<file path="config.mk">
export PLATFORM = sky130hd
export DESIGN_NAME = tmr_status
export DESIGN_NICKNAME = d
export VERILOG_FILES = /design/src/placeholder_unused.v /design/src/event_sync.v /design/src/tmr_status.v
export VERILOG_INCLUDE_DIRS = /design/src
export SDC_FILE = /design/constraint.sdc
export NUM_CORES = 1
export LEC_CHECK = 0
export ABC_CLOCK_PERIOD_IN_PS = 1950
export BUFFER_PORTS_ARGS = -buffer_cell sky130_fd_sc_hd__clkbuf_2
export CAP_MARGIN = 10
export CORE_UTILIZATION = 47
export DETAILED_ROUTE_END_ITERATION = 10
export PLACE_DENSITY = 0.84
export SLEW_MARGIN = 20
export SYNTH_ARGS = -nofsm -noshare
export SYNTH_HDL_FRONTEND = slang
export SYNTH_SLANG_ARGS = --single-unit
</file>
<file path="constraint.sdc">
create_clock -name ref_clk -period 1.95 [get_ports ref_clk]
set_input_delay 0 -clock ref_clk [delete_from_list [all_inputs] [get_ports ref_clk]]
set_output_delay 0 -clock ref_clk [all_outputs]
set_load 0.02 [all_outputs]
</file>
<file path="src/tmr_status_defs.vh">
// register map, field positions and reset values of the status-flag block
`ifndef TMR_STATUS_DEFS_VH
`define TMR_STATUS_DEFS_VH

`define OFS_STATUS      4'h0
`define OFS_CONTROL     4'h4
`define OFS_IRQ_STATUS  4'h8
`define OFS_IRQ_MASK    4'hc

`define BIT_FLAG_A      0
`define BIT_FLAG_B      1
`define BIT_OVF         4
`define BIT_UNF         5
`define BIT_DIR         7
`define BIT_TRIG_EN     0

`define STATUS_RESET    8'hc0
`define STATUS_FIXED    8'h40
`define CNT_MAX         16'hffff
`define CNT_MIN         16'h0000

`define EV_FLAG_A       0
`define EV_FLAG_B       1
`define EV_OVF          2
`define EV_UNF          3
`define EV_WIDTH        4

`define RESP_OKAY       2'b00
`define RESP_SLVERR     2'b10

`endif

</file>
<file path="src/placeholder_unused.v">
// empty compile unit kept minimal
`timescale 1ns/1ps
`default_nettype none
`default_nettype wire

</file>
<file path="src/event_sync.v">
// three-stage synchroniser with agreement check and rising-edge pulse
`timescale 1ns/1ps
`default_nettype none
module event_sync (
    input  wire ref_clk,
    input  wire sys_rst,
    input  wire din,
    output reg  rise
);
    reg s1;
    reg s2;
    reg s3;
    reg level;

    // first stage read only by second; level moves when stages agree
    always @(posedge ref_clk or posedge sys_rst) begin
        if (sys_rst) begin
            s1    <= 1'b0;
            s2    <= 1'b0;
            s3    <= 1'b0;
            level <= 1'b0;
            rise  <= 1'b0;
        end else begin
            s1   <= din;
            s2   <= s1;
            s3   <= s2;
            rise <= 1'b0;
            if (s2 == s3) begin
                level <= s3;
                rise  <= s3 & ~level;
            end
        end
    end
endmodule
`default_nettype wire

</file>
<file path="src/tmr_status.v">
// status flags of one 16-bit timer channel with an axi4-lite slave
//
// How it works
// trigger enable gates converter start request
// direction flag read-only, 1=up, resets 1
// underflow set on wrap 0000 to ffff
// underflow cleared by 0 after read 1
// overflow set on wrap ffff to 0000
// overflow cleared by 0 after read 1
// flag a set on compare match
// flag a set on input capture
// transfer controller clears flag a unless retain
// flag a cleared by 0 after read 1
// flag b set on match or capture
// flag b cleared by controller or software
// writing 1 to a flag does nothing
// set beats clear in same cycle
//
// Local design decisions: the address map and the AXI4-Lite slave port.
`timescale 1ns/1ps
`default_nettype none
`include "tmr_status_defs.vh"
module tmr_status (
    input  wire        ref_clk,
    input  wire        sys_rst,
    input  wire [15:0] channel_counter,
    input  wire        count_up,
    input  wire        cnt_tick,
    input  wire [15:0] general_register_a,
    input  wire [15:0] general_register_b,
    input  wire        capture_mode_a,
    input  wire        capture_mode_b,
    input  wire        capture_pin_a,
    input  wire        capture_pin_b,
    input  wire        xfer_ack_a,
    input  wire        xfer_ack_b,
    input  wire        interrupt_retain_select,
    output reg         converter_start,
    output wire        match_capture_irq_a,
    output wire        match_capture_irq_b,
    output wire        irq,
    input  wire [3:0]  s_axi_awaddr,
    input  wire        s_axi_awvalid,
    output wire        s_axi_awready,
    input  wire [31:0] s_axi_wdata,
    input  wire [3:0]  s_axi_wstrb,
    input  wire        s_axi_wvalid,
    output wire        s_axi_wready,
    output reg  [1:0]  s_axi_bresp,
    output reg         s_axi_bvalid,
    input  wire        s_axi_bready,
    input  wire [3:0]  s_axi_araddr,
    input  wire        s_axi_arvalid,
    output wire        s_axi_arready,
    output reg  [31:0] s_axi_rdata,
    output reg  [1:0]  s_axi_rresp,
    output reg         s_axi_rvalid,
    input  wire        s_axi_rready
);
    reg                    flag_a;
    reg                    flag_b;
    reg                    overflow_flag;
    reg                    underflow_flag;
    reg                    count_direction_flag;
    reg                    seen_a;
    reg                    seen_b;
    reg                    seen_ovf;
    reg                    seen_unf;
    reg                    converter_trigger_enable;
    reg [`EV_WIDTH-1:0]    irq_status;
    reg [`EV_WIDTH-1:0]    irq_mask;
    reg [15:0]             prev_cnt;
    reg                    prev_valid;
    reg                    aw_held;
    reg                    w_held;
    reg [3:0]              aw_addr;
    reg [31:0]             w_data;
    reg [3:0]              w_strb;
    wire                   cap_a;
    wire                   cap_b;
    wire                   match_a;
    wire                   match_b;
    wire                   set_a;
    wire                   set_b;
    wire                   set_ovf;
    wire                   set_unf;
    wire                   wr_fire;
    wire                   rd_fire;
    wire                   wr_status;
    wire                   rd_status;
    wire [7:0]             status_byte;
    wire [`EV_WIDTH-1:0]   events;
    localparam [7:0]       status_reset_image = `STATUS_RESET;

    // status register image
    function [7:0] pack_status;
        input d;
        input u;
        input v;
        input b;
        input a;
        begin
            pack_status = `STATUS_FIXED;
            pack_status[`BIT_DIR]    = d;
            pack_status[`BIT_UNF]    = u;
            pack_status[`BIT_OVF]    = v;
            pack_status[`BIT_FLAG_B] = b;
            pack_status[`BIT_FLAG_A] = a;
        end
    endfunction

    // match of counter with a general register on a counter step
    function hit;
        input [15:0] cnt;
        input [15:0] gr;
        input        tick;
        begin
            hit = tick & (cnt == gr);
        end
    endfunction

    // capture inputs from pins
    event_sync sync_a (
        .ref_clk (ref_clk),
        .sys_rst (sys_rst),
        .din     (capture_pin_a),
        .rise    (cap_a)
    );
    event_sync sync_b (
        .ref_clk (ref_clk),
        .sys_rst (sys_rst),
        .din     (capture_pin_b),
        .rise    (cap_b)
    );

    // event detection
    assign match_a = hit(channel_counter, general_register_a, cnt_tick);
    assign match_b = hit(channel_counter, general_register_b, cnt_tick);
    assign set_a   = capture_mode_a ? cap_a : match_a;
    assign set_b   = capture_mode_b ? cap_b : match_b;
    assign set_ovf = prev_valid & (prev_cnt == `CNT_MAX)
                   & (channel_counter == `CNT_MIN);
    assign set_unf = prev_valid & (prev_cnt == `CNT_MIN)
                   & (channel_counter == `CNT_MAX);
    assign events  = {set_unf, set_ovf, set_b, set_a};

    // previous counter value for wrap detection
    always @(posedge ref_clk or posedge sys_rst) begin
        if (sys_rst) begin
            prev_cnt   <= `CNT_MIN;
            prev_valid <= 1'b0;
        end else begin
            prev_cnt   <= channel_counter;
            prev_valid <= 1'b1;
        end
    end

    // axi handshakes: one write and one read at a time
    assign s_axi_awready = ~aw_held & ~s_axi_bvalid;
    assign s_axi_wready  = ~w_held & ~s_axi_bvalid;
    assign s_axi_arready = ~s_axi_rvalid;
    assign wr_fire   = aw_held & w_held & ~s_axi_bvalid;
    assign rd_fire   = s_axi_arvalid & s_axi_arready;
    assign wr_status = wr_fire & (aw_addr == `OFS_STATUS) & w_strb[0];
    assign rd_status = rd_fire & (s_axi_araddr == `OFS_STATUS);
    assign status_byte = pack_status(count_direction_flag, underflow_flag,
                                     overflow_flag, flag_b, flag_a);

    // write address and data capture
    always @(posedge ref_clk or posedge sys_rst) begin
        if (sys_rst) begin
            aw_held <= 1'b0;
            w_held  <= 1'b0;
            aw_addr <= 4'h0;
            w_data  <= 32'h0000_0000;
            w_strb  <= 4'h0;
        end else begin
            if (s_axi_awvalid & s_axi_awready) begin
                aw_held <= 1'b1;
                aw_addr <= s_axi_awaddr;
            end else if (wr_fire) begin
                aw_held <= 1'b0;
            end
            if (s_axi_wvalid & s_axi_wready) begin
                w_held <= 1'b1;
                w_data <= s_axi_wdata;
                w_strb <= s_axi_wstrb;
            end else if (wr_fire) begin
                w_held <= 1'b0;
            end
        end
    end

    // write response and control registers
    always @(posedge ref_clk or posedge sys_rst) begin
        if (sys_rst) begin
            s_axi_bvalid             <= 1'b0;
            s_axi_bresp              <= `RESP_OKAY;
            converter_trigger_enable <= 1'b0;
            irq_mask                 <= {`EV_WIDTH{1'b0}};
        end else begin
            if (s_axi_bvalid & s_axi_bready)
                s_axi_bvalid <= 1'b0;
            if (wr_fire) begin
                s_axi_bvalid <= 1'b1;
                s_axi_bresp  <= `RESP_OKAY;
                case (aw_addr)
                    `OFS_STATUS, `OFS_IRQ_STATUS: ;
                    `OFS_CONTROL: begin
                        if (w_strb[0])
                            converter_trigger_enable <=
                                w_data[`BIT_TRIG_EN];
                    end
                    `OFS_IRQ_MASK: begin
                        if (w_strb[0])
                            irq_mask <= w_data[`EV_WIDTH-1:0];
                    end
                    default: s_axi_bresp <= `RESP_SLVERR;
                endcase
            end
        end
    end

    // flags: read-as-1 arms, write 0 clears, set wins
    always @(posedge ref_clk or posedge sys_rst) begin
        if (sys_rst) begin
            flag_a         <= 1'b0;
            flag_b         <= 1'b0;
            overflow_flag  <= 1'b0;
            underflow_flag <= 1'b0;
            seen_a         <= 1'b0;
            seen_b         <= 1'b0;
            seen_ovf       <= 1'b0;
            seen_unf       <= 1'b0;
        end else begin
            if (rd_status) begin
                seen_a   <= flag_a;
                seen_b   <= flag_b;
                seen_ovf <= overflow_flag;
                seen_unf <= underflow_flag;
            end
            // a written 1 leaves the flag alone
            if (wr_status & ~w_data[`BIT_FLAG_A] & seen_a) begin
                flag_a <= 1'b0;
                seen_a <= 1'b0;
            end
            if (xfer_ack_a & ~interrupt_retain_select)
                flag_a <= 1'b0;
            if (set_a)
                flag_a <= 1'b1;
            if (wr_status & ~w_data[`BIT_FLAG_B] & seen_b) begin
                flag_b <= 1'b0;
                seen_b <= 1'b0;
            end
            if (xfer_ack_b & ~interrupt_retain_select)
                flag_b <= 1'b0;
            if (set_b)
                flag_b <= 1'b1;
            if (wr_status & ~w_data[`BIT_OVF] & seen_ovf) begin
                overflow_flag <= 1'b0;
                seen_ovf      <= 1'b0;
            end
            if (set_ovf)
                overflow_flag <= 1'b1;
            if (wr_status & ~w_data[`BIT_UNF] & seen_unf) begin
                underflow_flag <= 1'b0;
                seen_unf       <= 1'b0;
            end
            if (set_unf)
                underflow_flag <= 1'b1;
        end
    end

    // direction flag follows counter, no write path
    always @(posedge ref_clk or posedge sys_rst) begin
        if (sys_rst)
            count_direction_flag <= status_reset_image[`BIT_DIR];
        else
            count_direction_flag <= count_up;
    end

    // converter start request on flag a event when enabled
    always @(posedge ref_clk or posedge sys_rst) begin
        if (sys_rst)
            converter_start <= 1'b0;
        else
            converter_start <= converter_trigger_enable & set_a;
    end

    // interrupt status, cleared by read, set wins
    always @(posedge ref_clk or posedge sys_rst) begin
        if (sys_rst)
            irq_status <= {`EV_WIDTH{1'b0}};
        else if (rd_fire & (s_axi_araddr == `OFS_IRQ_STATUS))
            irq_status <= events;
        else
            irq_status <= irq_status | events;
    end

    assign irq                 = |(irq_status & irq_mask);
    assign match_capture_irq_a = flag_a;
    assign match_capture_irq_b = flag_b;

    // read data channel
    always @(posedge ref_clk or posedge sys_rst) begin
        if (sys_rst) begin
            s_axi_rvalid <= 1'b0;
            s_axi_rdata  <= 32'h0000_0000;
            s_axi_rresp  <= `RESP_OKAY;
        end else begin
            if (s_axi_rvalid & s_axi_rready)
                s_axi_rvalid <= 1'b0;
            if (rd_fire) begin
                s_axi_rvalid <= 1'b1;
                s_axi_rresp  <= `RESP_OKAY;
                s_axi_rdata  <= 32'h0000_0000;
                case (s_axi_araddr)
                    `OFS_STATUS:     s_axi_rdata[7:0] <= status_byte;
                    `OFS_CONTROL:    s_axi_rdata[`BIT_TRIG_EN] <=
                                         converter_trigger_enable;
                    `OFS_IRQ_STATUS: s_axi_rdata[`EV_WIDTH-1:0] <= irq_status;
                    `OFS_IRQ_MASK:   s_axi_rdata[`EV_WIDTH-1:0] <= irq_mask;
                    default:         s_axi_rresp <= `RESP_SLVERR;
                endcase
            end
        end
    end
endmodule
`default_nettype wire

</file>
==> metrics.txt, run 1 <==
GRT Max-Usage Layer met2; met2 Use GR about two fifths; FF-to-FF End s_axi_rresp[1]; outcome complete, no violations; area delta synth->final 34.8%; data required time at the worst endpoint ~2.2 ns; final std cells w/o fill 503; EDFF count, synth 0; post-synthesis mux area share under 10%; Post-synth top flop dfrtp_1; global routing usage on met1 25.8%; clock sink count 71; vias per inst 5.17; Slew HR 62.0%; vias in the first global route 2726; die area 7270 um2; I/O pin cnt 153; Post-synth ARST share 100%; Worst Max-Slew Pin Slew 0.569 ns; fill count between 400 and 500; WL per Instance about 15 um; hold_sp xfer_ack_a; DRC errors left 0; TritonCTS buffer count 9; Yosys top cell area share 53.8%; DRT iter0 DRCs between 100 and 150; Cells on Worst Hold Path 4; Die X 85.3 um; Max IR drop VDD ~0.96 mV; Leak Pwr 2.10 nW; critical path launch point type register; area leader, netlist dfrtp_1; worst-case clock buffer depth 2; simple-gate share of the synthesized area approximately 16%; first drt pass iteration count 4; Setup Fix Bufs, Post-CTS 0; R2R depth 6; height of the die 85.3 um; MaxCap Viol Count 0; count of final setup violators 0; DR vias 2600; Site Rows 29; GR Util All Layers 22.8%; fmax 578 MHz; RSZ-0062 raised after global routing no; Synth Register Bits a little over 70; Total Power 4.26 mW; Hold WC Path Type primary input to register; final hold vios 0; Final Skew 0.00616 ns; power per cell area 969 nW/um2; critical register-to-register path startpoint s_axi_rvalid; CTS tree yes; WHS Endpoint match_capture_irq_a; Crit Path Max Fanout 13; synth warn 0; compound-gate portion of the synthesized area ~5.5%; Final Wtd Congestion 0.853; layout cells sized above 1 34.0%; I/O Buffers 97; met3 Use GR 6.61%; first-pass GRT wire length 12.5 mm; Multi-input gate area 1350 um2; largest family of logic cells by synthesized area simple AND/OR/NAND/NOR gates; root buffer cell clkbuf_8; Tmin final about 1.7 ns; Seq/Total Area, Yosys 54.6%; post-synthesis adder-cell area fraction 0.614%; Starting Density 49.9%; Post-synth top cells 70 x dfrtp_1, 26 x buf_4, 18 x nand2_1; Routed WL 7.46 mm; Netlist Area Pre-Place 3260 um2; Placed Cells about 450; final worst path period share between 80% and 90%; max-slew violations 0; H-tree Lvls 3; top cells by area, synth dfrtp_1 54%, buf_4 6.0%, mux2_2 5.5%; Setup CP Type register to register; critical path arrival 1.94 ns; syn avg cell area approximately 12 um2; worst reg-to-reg setup slack 0.22 ns; setup TNS 0 ns; initial antenna violation count 0; Core Box Area 6530 um2; Post-Synth XOR/XNOR Area 8.60%; DP Wirelength 5.28 mm; Unique masters post-synth 40; Post-DRT Antenna Nets 0; synthesized instance count about 270; pin count of the biggest net entering global routing 45; Nets 529; top-count cell post-synth dfrtp_1; clock-pin slew on the worst setup and hold paths 0.07 ns; latest clock arrival within the worst-skew pair 0.33 ns; Inserted Diodes 0; register area 1780 um2; total congestion overflow 0; Critical Path Sink Type register
## worst max-delay path by stage
stage | slack [ns] | endpoint | cells past startpoint | start
6_report | 0.22 | s_axi_rresp[1] | 6 | s_axi_rvalid
5_1_grt | 0.04 | s_axi_rresp[1] | 6 | s_axi_rvalid
4_1_cts | 0.1 | s_axi_rresp[1] | 6 | s_axi_rvalid
3_5_place_dp | 0.25 | match_capture_irq_a | 5 | s_axi_bvalid
3_3_place_gp | 0.31 | match_capture_irq_b | 5 | s_axi_bvalid
2_1_floorplan | 0.16 | aw_addr[0] | 1 | sys_rst
## registers in the layout, indices dropped and copies added (netlist names), 4 cells and up
name         cells
prev_cnt        16
s_axi_rdata      8
aw_addr          4
irq_status       4
irq_mask         4
w_data           6
## critical path, stage by stage, from the launching register on
cell and delay, ns:
dfrtp_1 0.38, inv_1 0.08, nand2_1 0.13, buf_4 0.21, nor3_2 0.18, dlygate4sd3_1 0.59
a21oi_1 0.04
## cell usage in the layout, fill, tap and decap left out, types with 2 or more instances in the layout
cell / count
nor3_1: 4
bufinv_16: 2
nand4_1: 9
nand4b_1: 5
o21ai_0: 8
dfrtp_1: 70
clkbuf_1: 2
conb_1: 27
o21ai_1: 2
dlygate4sd3_1: 39
nand2_1: 18
mux2i_1: 5
nor2_1: 13
nor4b_1: 5
maj3_1: 2
buf_4: 3
clkbuf_2: 97
a21oi_1: 3
nor4_1: 7
nand3_1: 5
a22oi_1: 3
xor2_1: 16
a211oi_1: 2
nor3b_2: 5
mux2_2: 16
inv_1: 6
clkbuf_8: 11
a22o_1: 5
o31ai_1: 2
inv_2: 2
xnor2_1: 16
## final cells by class
| class | count | area share [%] |
|---|---|---|
| sequential | 71 | 40.5 |
| inverter | 8 | 0.684 |
| multi-input combinational | 191 | 30.6 |
| clock buffer | 13 | 3.62 |
| clock inverter | 3 | 1.48 |
| timing repair buffer | 140 | 20.9 |
| tap | 77 | 2.19 |
## timing repair
item,in CTS,in global routing
setup endpoints to repair,0,1
hold endpoints to repair,64,0
hold buffers,39,0
resized for setup,0,1
## power by group
part | internal (mW) | switching (mW) | leakage (nW)
Clock | 0.789 | 0.485 | 0.114
Combinational | 0.480 | 0.511 | 1.12
Sequential | 1.76 | 0.226 | 0.862
Total | 3.03 | 1.22 | 2.10
## routing by layer
layer	wire length (um)	share of wire, %	up-vias
met1	2970	40	1243
met5	0	0	-
met4	248	3.3	0
met2	3870	52	117
li1	-	-	1217
met3	374	5.0	23
## kinds of logic (layout without fill, tap and decap cells)
| family | after synthesis | count (layout) |
|---|---|---|
| xor+xnor | 32 | 32 |
| other cells | 2 | 27 |
| flops | 71 | 71 |
| fa+ha+maj | 2 | 2 |
| mux | 22 | 22 |
| compound gates | 27 | 27 |
| buf+inv | 36 | 164 |
| simple gates | 81 | 81 |
## stage by stage
stage	hold WS (ns)	cell area, um2	util [%]	worst slack [ns]
floorplan	0.00448	3350	-	0.155
global placement	0.0668	3770	57.8	0.310
detailed placement	0.0808	3770	57.8	0.245
CTS	0.0106	4390	67.2	0.0977
global route	0.0244	4390	67.3	0.0435
finish	0.0171	4390	67.3	0.219
Power figures use the tool's default switching activity.
==> inputs of run 2 (changes only) <==
Settings changed: CORE_UTILIZATION 47 to 40, PLACE_DENSITY 0.84 to 0.73.
==> metrics.txt, run 2 (synthesis results as in run 1) <==
outcome complete, no violations; clock sink count 71 (unchanged); I/O Buffers 97 (unchanged); Hold WC Path Type primary input to register; Nets 532 (+0.57%); DR vias 2558 (-1.6%); Crit path buffers/inverters 3 (unchanged); root buffer cell clkbuf_8; critical path arrival 1.96 ns (+0.02 ns); Setup CP Type register to register; latest clock arrival within the worst-skew pair 0.34 ns (about the same); final worst slack 0.220 ns (+0.000908 ns); vias per inst 4.82 (-6.8%); height of the die 92.3 um (+8.2%); GR Util All Layers 18.4% (-4.4 points); power per cell area 928 nW/um2 (-4.2%); Leak Pwr 2.09 nW (-0.44%); data required time at the worst endpoint 2.18 ns (+0.02 ns); Crit Path Max Fanout 14 (+1); worst-case clock buffer depth 2 (unchanged); I/O pin cnt 153 (unchanged); crit-path max cell delay 0.58 ns (about the same); Routed WL 7.30 mm (-2.2%); number of flip-flops under the largest register name 16 (unchanged); Reg with most FFs prev_cnt; critical path launch point type register; die area 8510 um2 (+17%); count of final setup violators 0 (unchanged); final hold vios 0 (unchanged); Setup Fix Bufs, Post-CTS 0 (unchanged); Tmin final 1.73 ns (-0.000908 ns); fmax 578 MHz (about the same); vias in the first global route 2602 (-4.5%); commonest non-fill, non-tap cell in the layout clkbuf_2; first drt pass iteration count 4 (unchanged); WL per Instance 13.8 um (-7.3%); Worst Max-Slew Pin Slew 0.647 ns (+0.0776 ns); max-slew violations 0 (unchanged); pin count of the biggest net entering global routing 45 (unchanged); MaxCap Viol Count 0 (unchanged); layout cells sized above 1 33.6% (-0.47 points); Slew HR 56.8% (-5.2 points); area delta synth->final 35.7%; Max IR drop VDD 0.787 mV (-18%); DRC errors left 0 (unchanged); RSZ-0062 raised after global routing no; Post-Place Setup Slack 0.239 ns (-0.00626 ns); first-pass GRT wire length 11.9 mm (-5.4%); total congestion overflow 0 (unchanged); DRT iter0 DRCs 129 (+18%); Final Skew 0.00561 ns (-0.000547 ns); DP Wirelength 5.29 mm (+0.28%); Inserted Diodes 0 (unchanged); Top delay family on crit path buffers and inverters; setup TNS 0 ns (unchanged); TritonCTS buffer count 9 (unchanged); critical path's slowest cell dlygate4sd3_1; worst reg-to-reg setup slack 0.22 ns (about the same); most frequent cells in the layout 97 x clkbuf_2, 70 x dfrtp_1, 42 x dlygate4sd3_1; Final Wtd Congestion 0.787 (-7.8%); final core utilization 56.6% (-11 points); Site Rows 32 (+10%); Largest regs prev_cnt: 16 flops, s_axi_rdata: 8 flops, w_data: 6 flops; clock-pin slew on the worst setup and hold paths 0.07 ns (about the same); H-tree Lvls 3 (unchanged); final hold slack 0.0360 ns (+0.0189 ns); Die X 92.3 um (+8.2%); Core Box Area 7810 um2 (+20%); initial antenna violation count 0 (unchanged); Post-DRT Antenna Nets 0 (unchanged); final worst path period share 88.7% (about the same); CTS tree yes; Total Power 4.10 mW (-3.6%); Critical Path Sink Type register; crit-path cells inv_1 -> nand2_1 -> buf_4 -> nor3_2 -> dlygate4sd3_1 -> a21oi_1; Starting Density 41.7% (-8.2 points)
run 2: path summary, 6_finish.rpt:
path,startpoint,end,depth (start not counted)
worst min-delay path,s_axi_araddr[3],s_axi_rdata[2],3
worst max-delay path,s_axi_rvalid,s_axi_rresp[1],6
worst min register to register,sync_a.s1,sync_a.s2,0
min in group asynchronous,sys_rst,sync_b.s3,3
max in group asynchronous,sys_rst,count_direction_flag,4
worst max register to register,s_axi_rvalid,s_axi_rresp[1],6
run 2: repair_timing:
item	4_1_cts	5_1_grt
endpoints found under the setup margin	0	1
endpoints found under the hold margin	66	0
hold buffers	42	0
gates resized for setup	0	1
run 2: worst reg2reg max path, stage by stage, from the launching register on:
cell and delay [ns]:
dfrtp_1 0.38, inv_1 0.09, nand2_1 0.13, buf_4 0.21, nor3_2 0.19, dlygate4sd3_1 0.58
a21oi_1 0.04
run 2: per-layer routing:
layer	share of wire, %	vias to the layer above	GRT usage, %	wire length (um)
met5	0	-	0	0
met4	1.5	0	5.21	109
met3	4.1	12	6.14	300
met2	52	80	31.8	3830
met1	42	1250	21.7	3060
li1	-	1216	-	-
run 2: power breakdown:
part,internal (mW),switching [mW]
Combinational,0.485,0.506
Sequential,1.76,0.224
Clock,0.625,0.501
run 2: per-stage QoR:
step,cells,cell area (um2)
detailed placement,473,3800
CTS,531,4420
finish,531,4420
floorplan,298,3350
global placement,473,3800
global route,531,4420
run 2: cell type report:
class / count / area [um2]
clock inverter: 3 / 42.5
inverter: 8 / 30.0
timing repair buffer: 143 / 948
sequential: 71 / 1780
fill: 699 / 3390
tap: 102 / 128
multi-input combinational: 191 / 1350
clock buffer: 13 / 149
